`src/hdl/bfu_defs.svh`:
```
`ifndef BFU_DEFS_SVH
`define BFU_DEFS_SVH
// How it works
// - queue holds at most six instruction bytes
// - fetch a word when two slots free
// - fifo order; first byte shown at once
// - twenty-bit physical byte address
// - segments 64K, start on 16-byte boundary
// - low byte at lower address
// - odd word operand takes two cycles
// - code fetches always whole words
// - two banks addressed by bits 19..1
// - even bytes low lane, odd high
// - high byte enable with address bit zero
// - start fetching at FFFF0 after reset
// - low 1K holds 256 four-byte vectors
// - strap low: status drives bus controller
// - address and data share one bus
// - four phases, address in first
// - data in phases two to four
// - wait states between three and four
// - idle clocks allowed between cycles
// - latch strobe pulses in first phase
// - active-low three-bit cycle type codes
// - status 3..7 valid phases two to four
// - segment status codes
// - int enable mirror, zero bit, spare
`define BFU_QUEUE_DEPTH   6
`define BFU_RESET_SEG     16'hFFFF
`define BFU_RESET_OFF     16'h0000
`define BFU_VEC_LIMIT     20'h003FF
`define BFU_ST_INTA       3'h0
`define BFU_ST_IORD       3'h1
`define BFU_ST_IOWR       3'h2
`define BFU_ST_HALT       3'h3
`define BFU_ST_FETCH      3'h4
`define BFU_ST_MEMRD      3'h5
`define BFU_ST_MEMWR      3'h6
`define BFU_ST_PASSIVE    3'h7
`define BFU_SEG_ALT       2'h0
`define BFU_SEG_STACK     2'h1
`define BFU_SEG_CODE      2'h2
`define BFU_SEG_DATA      2'h3
`endif

```
`src/hdl/bfu_pkg.sv`:
```
package bfu_pkg;
	typedef enum logic [2:0] {
		BFU_IDLE       = 3'b000,
		BFU_ADDRESS    = 3'b001,
		BFU_TURNAROUND = 3'b010,
		BFU_DATA_FIRST = 3'b011,
		BFU_WAIT       = 3'b100,
		BFU_DATA_LAST  = 3'b101
	} bfu_phase_t;
endpackage : bfu_pkg

```
`src/hdl/bfu_fifo.sv`:
```
`timescale 1ns/100ps
module bfu_fifo #(
	parameter int WIDTH = 8,
	parameter int DEPTH = 8
) (
	input  wire logic             i_clk,
	input  wire logic             i_rst,
	input  wire logic [WIDTH-1:0] i_data,
	input  wire logic             i_valid,
	output logic                  o_ready,
	output logic [WIDTH-1:0]      o_data,
	output logic                  o_valid,
	input  wire logic             i_ready,
	output logic [$clog2(DEPTH+1)-1:0] o_count
);
	localparam int AW = $clog2(DEPTH);
	logic [WIDTH-1:0] mem [DEPTH];
	logic [AW-1:0]    wr_ptr;
	logic [AW-1:0]    rd_ptr;
	logic             push;
	logic             pop;

	function automatic logic [AW-1:0] bump(input logic [AW-1:0] p);
		bump = (p == AW'(DEPTH-1)) ? '0 : p + 1'b1;
	endfunction : bump

	assign o_ready = o_count != ($clog2(DEPTH+1))'(DEPTH);
	assign o_valid = o_count != '0;
	assign o_data  = mem[rd_ptr];
	assign push    = i_valid && o_ready;
	assign pop     = o_valid && i_ready;

	always_ff @(posedge i_clk) begin
		if (push)
			mem[wr_ptr] <= i_data;
	end

	always_ff @(posedge i_clk) begin
		if (i_rst) begin
			wr_ptr  <= '0;
			rd_ptr  <= '0;
			o_count <= '0;
		end else begin
			if (push)
				wr_ptr <= bump(wr_ptr);
			if (pop)
				rd_ptr <= bump(rd_ptr);
			if (push && !pop)
				o_count <= o_count + 1'b1;
			else if (pop && !push)
				o_count <= o_count - 1'b1;
		end
	end
endmodule : bfu_fifo

```
`src/hdl/bfu_core.sv`:
```
`timescale 1ns/100ps
`include "bfu_defs.svh"
module bfu_core
	import bfu_pkg::*;
#(
	parameter int QUEUE_DEPTH = `BFU_QUEUE_DEPTH,
	parameter int FIFO_DEPTH  = 8
) (
	input  wire logic        i_clk,
	input  wire logic        i_rst,
	input  wire logic        i_mode_strap,
	input  wire logic        i_ready,
	input  wire logic        i_int_enable,
	input  wire logic        i_flush,
	input  wire logic [15:0] i_flush_seg,
	input  wire logic [15:0] i_flush_off,
	input  wire logic        i_op_req,
	input  wire logic [2:0]  i_op_type,
	input  wire logic [1:0]  i_op_seg_sel,
	input  wire logic [15:0] i_op_seg,
	input  wire logic [15:0] i_op_off,
	input  wire logic        i_op_word,
	input  wire logic [15:0] i_op_wdata,
	output logic             o_op_busy,
	output logic             o_op_done,
	output logic [15:0]      o_op_rdata,
	output logic [7:0]       o_instr_byte,
	output logic             o_instr_valid,
	input  wire logic        i_instr_take,
	input  wire logic [15:0] i_ad_in,
	output logic [15:0]      o_ad_out,
	output logic             o_ad_oe_n,
	output logic [3:0]       o_addr_status,
	output logic             o_high_byte_enable_n,
	output logic [2:0]       o_cycle_type_status,
	output logic             o_addr_latch,
	output logic             o_read_n,
	output logic             o_write_n,
	output logic             o_mem_io
);
	bfu_phase_t  phase;
	logic [19:0] cyc_addr;
	logic        cyc_fetch;
	logic        cyc_second;
	logic        cyc_hi_only;
	logic        cyc_lo_only;
	logic [2:0]  cyc_type;
	logic [1:0]  cyc_seg;
	logic [15:0] cyc_wdata;
	logic [15:0] code_seg;
	logic [15:0] fetch_ip;
	logic        op_pend;
	logic        op_second;
	logic [7:0]  op_lo;
	logic        op_odd;
	logic [3:0]  inflight;
	logic        fifo_ready;
	logic        fifo_push;
	logic [7:0]  fifo_data;
	logic [$clog2(FIFO_DEPTH+1)-1:0] fifo_count;
	logic        end_cycle;
	logic        start_fetch;
	logic        start_op;
	logic [3:0]  pending;
	logic        bytes_two;
	logic        op_done_q;
	logic        skip_lo;
	logic        lo_now;
	logic        cyc_stale;
	logic        fetch_done;
	logic        vec_access;
	logic [19:0] fetch_phys;
	logic [19:0] next_cyc_addr;
	logic [2:0]  next_cyc_type;
	logic [1:0]  next_cyc_seg;
	logic        next_cyc_hi_only;
	logic        next_cyc_lo_only;
	logic [15:0] next_cyc_wdata;
	bfu_phase_t  next_phase_view;

	// segment base shifted by four bits plus offset
	function automatic logic [19:0] phys(input logic [15:0] s,
		input logic [15:0] o);
		phys = {s, 4'h0} + {4'h0, o};
	endfunction : phys

	// queue occupancy counts buffered bytes plus those of the fetch in flight
	assign pending     = 4'(fifo_count) + inflight;
	assign end_cycle   = phase == BFU_DATA_LAST;
	assign start_op    = phase == BFU_IDLE && op_pend && !i_flush;
	assign start_fetch = phase == BFU_IDLE && !op_pend && !i_flush
		&& (4'(QUEUE_DEPTH) - pending >= 4'h2);
	assign o_op_busy   = op_pend;

	// op capture, odd word splits in two cycles
	always_ff @(posedge i_clk) begin
		if (i_rst) begin
			op_pend   <= 1'b0;
			op_second <= 1'b0;
			op_done_q <= 1'b0;
		end else begin
			op_done_q <= 1'b0;
			if (i_op_req && !op_pend) begin
				op_pend   <= 1'b1;
				op_second <= 1'b0;
			end else if (end_cycle && !cyc_fetch) begin
				if (op_odd && !op_second)
					op_second <= 1'b1;
				else begin
					op_pend   <= 1'b0;
					op_done_q <= 1'b1;
				end
			end
		end
	end
	assign o_op_done = op_done_q;

	logic [2:0]  op_type_q;
	logic [1:0]  op_seg_q;
	logic [19:0] op_addr;
	logic        op_word_q;
	logic [15:0] op_wdata_q;
	always_ff @(posedge i_clk) begin
		if (i_rst) begin
			op_type_q  <= `BFU_ST_PASSIVE;
			op_seg_q   <= `BFU_SEG_DATA;
			op_addr    <= '0;
			op_word_q  <= 1'b0;
			op_wdata_q <= '0;
			op_odd     <= 1'b0;
		end else if (i_op_req && !op_pend) begin
			op_type_q  <= i_op_type;
			op_seg_q   <= i_op_seg_sel;
			op_addr    <= phys(i_op_seg, i_op_off);
			op_word_q  <= i_op_word;
			op_wdata_q <= i_op_wdata;
			op_odd     <= i_op_word && i_op_off[0];
		end
	end

	// phase sequencer, extra idles between cycles
	always_ff @(posedge i_clk) begin
		if (i_rst)
			phase <= BFU_IDLE;
		else begin
			case (phase)
			BFU_IDLE:
				if (start_op || start_fetch)
					phase <= BFU_ADDRESS;
			BFU_ADDRESS:    phase <= BFU_TURNAROUND;
			BFU_TURNAROUND: phase <= BFU_DATA_FIRST;
			BFU_DATA_FIRST:
				phase <= i_ready ? BFU_DATA_LAST : BFU_WAIT;
			BFU_WAIT:
				phase <= i_ready ? BFU_DATA_LAST : BFU_WAIT;
			BFU_DATA_LAST:  phase <= BFU_IDLE;
			default:        phase <= BFU_IDLE;
			endcase
		end
	end

	// next cycle: operand piece or word fetch, also feeds the T1 pins
	assign fetch_phys = phys(code_seg, fetch_ip);
	always_comb begin
		next_cyc_addr    = {fetch_phys[19:1], 1'b0};
		next_cyc_type    = `BFU_ST_FETCH;
		next_cyc_seg     = `BFU_SEG_CODE;
		next_cyc_hi_only = 1'b0;
		next_cyc_lo_only = 1'b0;
		next_cyc_wdata   = cyc_wdata;
		if (start_op) begin
			next_cyc_type = op_type_q;
			next_cyc_seg  = op_seg_q;
			if (op_second) begin
				next_cyc_addr    = op_addr + 20'h1;
				next_cyc_lo_only = 1'b1;
				next_cyc_wdata   = {8'h00, op_wdata_q[15:8]};
			end else if (op_odd || (!op_word_q && op_addr[0])) begin
				next_cyc_addr    = op_addr;
				next_cyc_hi_only = 1'b1;
				next_cyc_wdata   = {op_wdata_q[7:0], 8'h00};
			end else begin
				next_cyc_addr    = op_addr;
				next_cyc_lo_only = !op_word_q;
				next_cyc_wdata   = op_wdata_q;
			end
		end
	end

	// cycle setup, held from T1 to the end of the cycle
	always_ff @(posedge i_clk) begin
		if (i_rst) begin
			cyc_addr    <= '0;
			cyc_fetch   <= 1'b0;
			cyc_type    <= `BFU_ST_PASSIVE;
			cyc_seg     <= `BFU_SEG_CODE;
			cyc_hi_only <= 1'b0;
			cyc_lo_only <= 1'b0;
			cyc_wdata   <= '0;
			cyc_second  <= 1'b0;
		end else if (start_op || start_fetch) begin
			cyc_addr    <= next_cyc_addr;
			cyc_fetch   <= !start_op;
			cyc_type    <= next_cyc_type;
			cyc_seg     <= next_cyc_seg;
			cyc_hi_only <= next_cyc_hi_only;
			cyc_lo_only <= next_cyc_lo_only;
			cyc_wdata   <= next_cyc_wdata;
			cyc_second  <= start_op && op_second;
		end
	end

	// fetch pointer, reset vector, flush
	always_ff @(posedge i_clk) begin
		if (i_rst) begin
			code_seg <= `BFU_RESET_SEG;
			fetch_ip <= `BFU_RESET_OFF;
			skip_lo  <= 1'b0;
		end else if (i_flush) begin
			code_seg <= i_flush_seg;
			fetch_ip <= {i_flush_off[15:1], 1'b0};
			skip_lo  <= i_flush_off[0];
		end else if (fetch_done) begin
			fetch_ip <= fetch_ip + 16'h2;
			skip_lo  <= 1'b0;
		end
	end
	assign bytes_two = !skip_lo;

	// fetch cut by a branch still runs to T4, its bytes are dropped
	always_ff @(posedge i_clk) begin
		if (i_rst)
			cyc_stale <= 1'b0;
		else if (i_flush && phase != BFU_IDLE)
			cyc_stale <= 1'b1;
		else if (start_op || start_fetch)
			cyc_stale <= 1'b0;
	end
	assign fetch_done = end_cycle && cyc_fetch && !cyc_stale;

	// bytes reserved for the fetch in flight
	always_ff @(posedge i_clk) begin
		if (i_rst || i_flush)
			inflight <= '0;
		else if (start_fetch)
			inflight <= 4'h2;
		else if (lo_now)
			inflight <= bytes_two ? 4'h1 : 4'h0;
		else if (fifo_push)
			inflight <= inflight - 4'h1;
	end

	// byte steering of fetched word into queue
	logic [7:0] hi_hold;
	logic       hi_pend;
	always_ff @(posedge i_clk) begin
		if (i_rst || i_flush) begin
			hi_hold <= '0;
			hi_pend <= 1'b0;
		end else if (fetch_done) begin
			hi_hold <= i_ad_in[15:8];
			hi_pend <= bytes_two;
		end else if (fifo_push && hi_pend)
			hi_pend <= 1'b0;
	end
	assign lo_now    = fetch_done && !i_flush;
	assign fifo_data = lo_now ? (bytes_two ? i_ad_in[7:0]
		: i_ad_in[15:8]) : hi_hold;
	assign fifo_push = (lo_now || hi_pend) && fifo_ready;

	bfu_fifo #(.WIDTH(8), .DEPTH(FIFO_DEPTH)) u_queue (
		.i_clk   (i_clk),
		.i_rst   (i_rst || i_flush),
		.i_data  (fifo_data),
		.i_valid (lo_now || hi_pend),
		.o_ready (fifo_ready),
		.o_data  (o_instr_byte),
		.o_valid (o_instr_valid),
		.i_ready (i_instr_take),
		.o_count (fifo_count)
	);

	// operand read capture
	always_ff @(posedge i_clk) begin
		if (i_rst) begin
			o_op_rdata <= '0;
			op_lo      <= '0;
		end else if (end_cycle && !cyc_fetch) begin
			if (cyc_second)
				o_op_rdata <= {i_ad_in[7:0], op_lo};
			else if (cyc_hi_only) begin
				op_lo      <= i_ad_in[15:8];
				o_op_rdata <= {8'h00, i_ad_in[15:8]};
			end else
				o_op_rdata <= cyc_lo_only ? {8'h00, i_ad_in[7:0]}
					: i_ad_in;
		end
	end

	logic is_write;
	assign is_write = cyc_type == `BFU_ST_MEMWR
		|| cyc_type == `BFU_ST_IOWR;
	assign vec_access = !cyc_fetch && cyc_addr <= `BFU_VEC_LIMIT;

	// pins: address in T1, status T2..T4, data T2..T4
	always_ff @(posedge i_clk) begin
		if (i_rst) begin
			o_ad_out             <= '0;
			o_ad_oe_n            <= 1'b1;
			o_addr_status        <= '0;
			o_high_byte_enable_n <= 1'b1;
			o_cycle_type_status  <= `BFU_ST_PASSIVE;
			o_addr_latch         <= 1'b0;
			o_read_n             <= 1'b1;
			o_write_n            <= 1'b1;
			o_mem_io             <= 1'b0;
		end else begin
			o_addr_latch <= 1'b0;
			case (next_phase_view)
			BFU_ADDRESS: begin
				o_ad_out             <= next_cyc_addr[15:0];
				o_ad_oe_n            <= 1'b0;
				o_addr_status        <= next_cyc_addr[19:16];
				o_high_byte_enable_n <= next_cyc_lo_only;
				o_addr_latch         <= 1'b1;
				o_cycle_type_status  <= i_mode_strap
					? `BFU_ST_PASSIVE : next_cyc_type;
				o_mem_io <= next_cyc_type[2];
			end
			BFU_TURNAROUND: begin
				o_addr_status <= {1'b0, i_int_enable, cyc_seg};
				o_ad_oe_n     <= !is_write;
				o_ad_out      <= cyc_wdata;
				o_read_n      <= is_write || !i_mode_strap;
				o_write_n     <= !is_write || !i_mode_strap;
			end
			BFU_IDLE: begin
				o_ad_oe_n           <= 1'b1;
				o_read_n            <= 1'b1;
				o_write_n           <= 1'b1;
				o_cycle_type_status <= `BFU_ST_PASSIVE;
			end
			default: ;
			endcase
		end
	end
	assign next_phase_view = (phase == BFU_IDLE
		&& (start_op || start_fetch)) ? BFU_ADDRESS
		: (phase == BFU_ADDRESS) ? BFU_TURNAROUND
		: (phase == BFU_DATA_LAST) ? BFU_IDLE : BFU_DATA_FIRST;

	a_queue_bound: assert property (@(posedge i_clk) disable iff (i_rst)
		pending <= 4'(QUEUE_DEPTH)) else $error("queue overfilled");
	a_fetch_even: assert property (@(posedge i_clk) disable iff (i_rst)
		o_addr_latch && o_cycle_type_status == `BFU_ST_FETCH
		|-> o_ad_out[0] == 1'b0) else $error("odd fetch");
	a_latch_one: assert property (@(posedge i_clk) disable iff (i_rst)
		o_addr_latch |=> !o_addr_latch) else $error("long strobe");
	a_cycle_len: assert property (@(posedge i_clk) disable iff (i_rst)
		phase == BFU_ADDRESS |=> phase == BFU_TURNAROUND
		##1 phase == BFU_DATA_FIRST) else $error("short cycle");
	a_wait_hold: assert property (@(posedge i_clk) disable iff (i_rst)
		(phase == BFU_DATA_FIRST || phase == BFU_WAIT) && !i_ready
		|=> phase == BFU_WAIT) else $error("wait lost");
	a_zero_bit: assert property (@(posedge i_clk) disable iff (i_rst)
		phase == BFU_DATA_FIRST |-> o_addr_status[3] == 1'b0)
		else $error("status six set");
	a_reset_start: assert property (@(posedge i_clk)
		$fell(i_rst) |-> fetch_ip == `BFU_RESET_OFF
		&& code_seg == `BFU_RESET_SEG) else $error("bad start");
	a_first_show: assert property (@(posedge i_clk) disable iff (i_rst)
		fifo_push && fifo_count == '0 && !i_flush |=> o_instr_valid)
		else $error("byte hidden");
	c_fetch: cover property (@(posedge i_clk) start_fetch);
	c_wait: cover property (@(posedge i_clk) phase == BFU_WAIT);
	c_odd: cover property (@(posedge i_clk) start_op && op_second);
	c_vector: cover property (@(posedge i_clk) end_cycle && vec_access);
	a_addr_match: assert property (@(posedge i_clk) disable iff (i_rst)
		o_addr_latch |-> {o_addr_status, o_ad_out} == cyc_addr)
		else $error("address not of this cycle");
endmodule : bfu_core

```
`config.mk`:
```
export PLATFORM = sky130hd
export DESIGN_NAME = bfu_core
export DESIGN_NICKNAME = d
export VERILOG_FILES = /design/src/hdl/bfu_pkg.sv /design/src/hdl/bfu_fifo.sv /design/src/hdl/bfu_core.sv
export VERILOG_INCLUDE_DIRS = /design/src /design/src/hdl
export SDC_FILE = /design/constraint.sdc
export NUM_CORES = 1
export LEC_CHECK = 0
export ABC_AREA = 1
export BUFFER_PORTS_ARGS = -buffer_cell sky130_fd_sc_hd__buf_2
export CAP_MARGIN = 20
export CORE_ASPECT_RATIO = 0.7
export CORE_MARGIN = 8
export CORE_UTILIZATION = 60
export DETAILED_ROUTE_END_ITERATION = 12
export GPL_ROUTABILITY_DRIVEN = 0
export PLACE_DENSITY = 0.81
export SLEW_MARGIN = 20
export SYNTH_ARGS = -nofsm -noshare
export SYNTH_HDL_FRONTEND = slang
export SYNTH_SLANG_ARGS = --single-unit
export TNS_END_PERCENT = 5
```
`constraint.sdc`:
```
create_clock -name i_clk -period 5.3 [get_ports i_clk]
set_input_delay 0.265 -clock i_clk [delete_from_list [all_inputs] [get_ports i_clk]]
set_output_delay 0.265 -clock i_clk [all_outputs]
set_load 0.005 [all_outputs]
```
==> impl_results.md <==
- Net count after synthesis: 1717
- CTS resizes: 0
- Synthesized area per cell: 7.85 µm²
- Layout area overhead: 16.8%
- VDD IR max: 259 µV
- Layout cells sized above 1: 13.6%
- Initial Util: between 60% and 70%
- H-tree levels: 1
- Worst slew pin tran: 1.08 ns
- Placed cell area: 13200 µm²
- DR iter-0 viols: 1340
- Cell variety after synth: 56
- Fillers: 1582
- ANT nets after route: 0
- Die Y: roughly 140 µm
- Total grt overflow: 0
- Leading area contributor after synthesis: dfxtp_1
- Hold Path Class: in2reg
- DR vias/cell: 5.88
- Reg-to-reg slack, setup: 1.12 ns
- Post-synth ARST share: 0%
- Worst Setup Path Type: reg2reg
- CP max FO: 11
- Wire length per cell: 18.3 µm
- Outcome: complete, no violations
- Post-CTS Setup Bufs: 0
- Routed vias: 11876
- Pwr/cell area: around 350 nW/µm²
- Ys Warns: 0
- Reg2reg end: o_addr_status[0]
- Max incr delay on CP: 0.43 ns
- Critical path launch point type: flip-flop
- Die width: roughly 190 µm
- Nets: 1887
- GRT Total Usage: 27.7%
- Tcrit/Tclk final: 78.9%
- Mapped Area: 12300 µm²
- FF-to-FF Start: u_queue.o_count[1]
- CORE AREA: 19900 µm²
- Worst r2r path cells: 17
- CTS max path bufs: 3
- DRC viols: 0
- Vias in the first global route: ~11000
- Required time worst endpoint: around 5.7 ns
- IO Port Bufs: 165
- Multi-input logic area: 5770 µm²
- Final wirelength: 36900 µm
- Static Leak: 6.19 nW
- Final Setup Violations: 0
- CP startpoint: u_queue.o_count[1]
- Synth area leaders: dfxtp_1, edfxtp_1, nand2_1
- CTS tree: built
- Sequence of cells on the critical path: inv_1 -> ha_1 -> ha_1 -> inv_1 -> fa_1 -> xnor2_1 -> nand2_1 -> nand4_1 -> nand4_1 -> nand2_1 -> nor2_1 -> ha_1 -> nor2_2 -> clkinv_1 -> o221a_2 -> nand2_1 -> inv_1
- Detail Placement HPWL: 26200 µm
- Clk Tree Root Cell: clkbuf_16
- Num CTS Buffers: 23
- Row count: 43
- Ports: 166
- Antenna violations before repair: 2
- Top cell type's share of synthesized area: 30.2%
- Period minus WS final: 4.18 ns
- Top_reg_cell synth: dfxtp_1
- Slew Viols, Final: 0
- Max-Cap Viols: 0
- Arr. time, crit path: roughly 4.6 ns
- Post-synth EDFFs: 64
- First-pass GRT wire length: between 50000 and 60000 µm
- Most frequent cells in the layout: nand2_1, dfxtp_1, nor2_1, buf_2, inv_1
- RSZ-0062 raised after global routing: no
- Max stage delay cell, worst path: fa_1
- Fin. Hold Viols: 0
- Final TNS setup: 0 ns
- First-pass iteration count of the detailed router: 6
- Slew headroom: 28.0%
- Most common cell after layout, fill and taps aside: nand2_1
- Register area: 5630 µm²
- Fin area: 14300 µm²
- CTS Sinks: 249
- Setup crit end kind: flip-flop
- Post-synthesis sequential area ratio: 45.9%
- Yosys reg bits: 249
- Gate Count Post-Synth: between 1500 and 2000
- Worst-path clk slew: 0.07 ns
- Worst setup endpoint: o_addr_status[0]
- Hold buffer count at CTS: 35
- Die ar.: 25300 µm²
- Clock skew: roughly 0.018 ns
- Clk_lat worst skew: 0.53 ns
- Pin count of the biggest net entering global routing: 46
- ANT cells: 0
- Achievable Freq: about 0.24 GHz
cells in the mapped netlist, drive strengths merged, types with 3 or more instances:
cell type,instances
nand4,11
edfxtp,64
xor2,20
inv,154
a21o,4
nor2,187
a21oi,97
a21boi,3
a22oi,10
o21ai,145
clkbuf,39
fa,4
a22o,9
nand2,326
ha,41
dfxtp,185
nor3,7
buf,24
clkinv,4
o221ai,10
a41oi,8
o211ai,10
xnor2,9
o22ai,15
nand3,106
a32oi,8
a31oi,41
worst min path at each step:
| stage | from | endpoint | slack [ns] | cells past startpoint |
|---|---|---|---|---|
| after floorplan | i_op_off[1] | op_addr[1] | 0.38 | 2 |
| after global placement | op_type_q[0] | op_type_q[0] | 0.44 | 2 |
| after detailed placement | op_type_q[0] | op_type_q[0] | 0.45 | 2 |
| after CTS | i_flush_seg[5] | code_seg[5] | 0.0000008 | 3 |
| after global routing | i_flush_seg[5] | code_seg[5] | 0.002 | 3 |
| final | i_flush_seg[5] | code_seg[5] | 0.009 | 3 |
kinds of logic (layout without fill, tap and decap cells):
logic type | count (synthesis) | count (layout) | share of synthesized area (%)
xor gates and xnor gates | 29 | 29 | 2.07
and+or+nand+nor | 642 | 642 | 22.0
AOI/OAI and AO/OA | 376 | 376 | 18.2
DFF | 249 | 249 | 45.9
buffers and inverters | 221 | 408 | 7.10
adders and majority gates | 45 | 45 | 4.84
report_power, final:
part / total [mW] / internal, mW / switching, mW
Clock: 1.68 / 0.950 / 0.734
Sequential: 2.22 / 2.09 / 0.130
Combinational: 1.11 / 0.398 / 0.708
sequential cells by signal, indices dropped and copies added, names as in the netlist, 8 cells and up, named ones only:
signal,count
u_queue.mem,64
op_addr,20
code_seg,16
cyc_wdata,16
o_ad_out,16
o_op_rdata,16
op_wdata_q,16
fetch_ip,15
hi_hold,8
op_lo,8
stage by stage:
| stage | power [mW] | std cells | hold slack [ns] | utilization, % | setup WS (ns) |
|---|---|---|---|---|---|
| after floorplan | 2.92 | 1562 | 0.378 | - | 2.11 |
| after global placement | 3.26 | 1942 | 0.442 | 66.4 | 1.42 |
| after detailed placement | 3.30 | 1942 | 0.447 | 66.4 | 1.27 |
| after CTS | 4.98 | 2019 | 0.000000777 | 71.9 | 1.20 |
| after global routing | 5.20 | 2019 | 0.00150 | 71.9 | 0.723 |
| final | 5.01 | 2019 | 0.00854 | 71.9 | 1.12 |
metal layers:
| metal | up-vias | GRT usage (%) | part of all wire, % |
|---|---|---|---|
| li1 | 5642 | - | - |
| met1 | 5478 | 40.9 | 44 |
| met2 | 692 | 39.8 | 41 |
| met3 | 60 | 7.87 | 13 |
| met4 | 4 | 5.54 | 1.8 |
| met5 | - | 0 | 0.062 |
worst max-delay path, delay by kind of cell (launching register included):
kind	cells	cell delay [ns]
xor gates and xnor gates	1	0.22
buffers and inverters	4	0.50
adders and majority gates	4	1.29
AOI/OAI and AO/OA	1	0.33
and+or+nand+nor	7	1.32
DFF	1	0.40
layout make-up:
class	instances	share of cell area, %
tap	270	2.36
inverter	158	4.19
multi-input combinational	1092	40.3
sequential	249	39.3
timing repair buffer	208	8.63
clock buffer	33	4.49
clock inverter	9	0.760
Power figures use the tool's default switching activity.
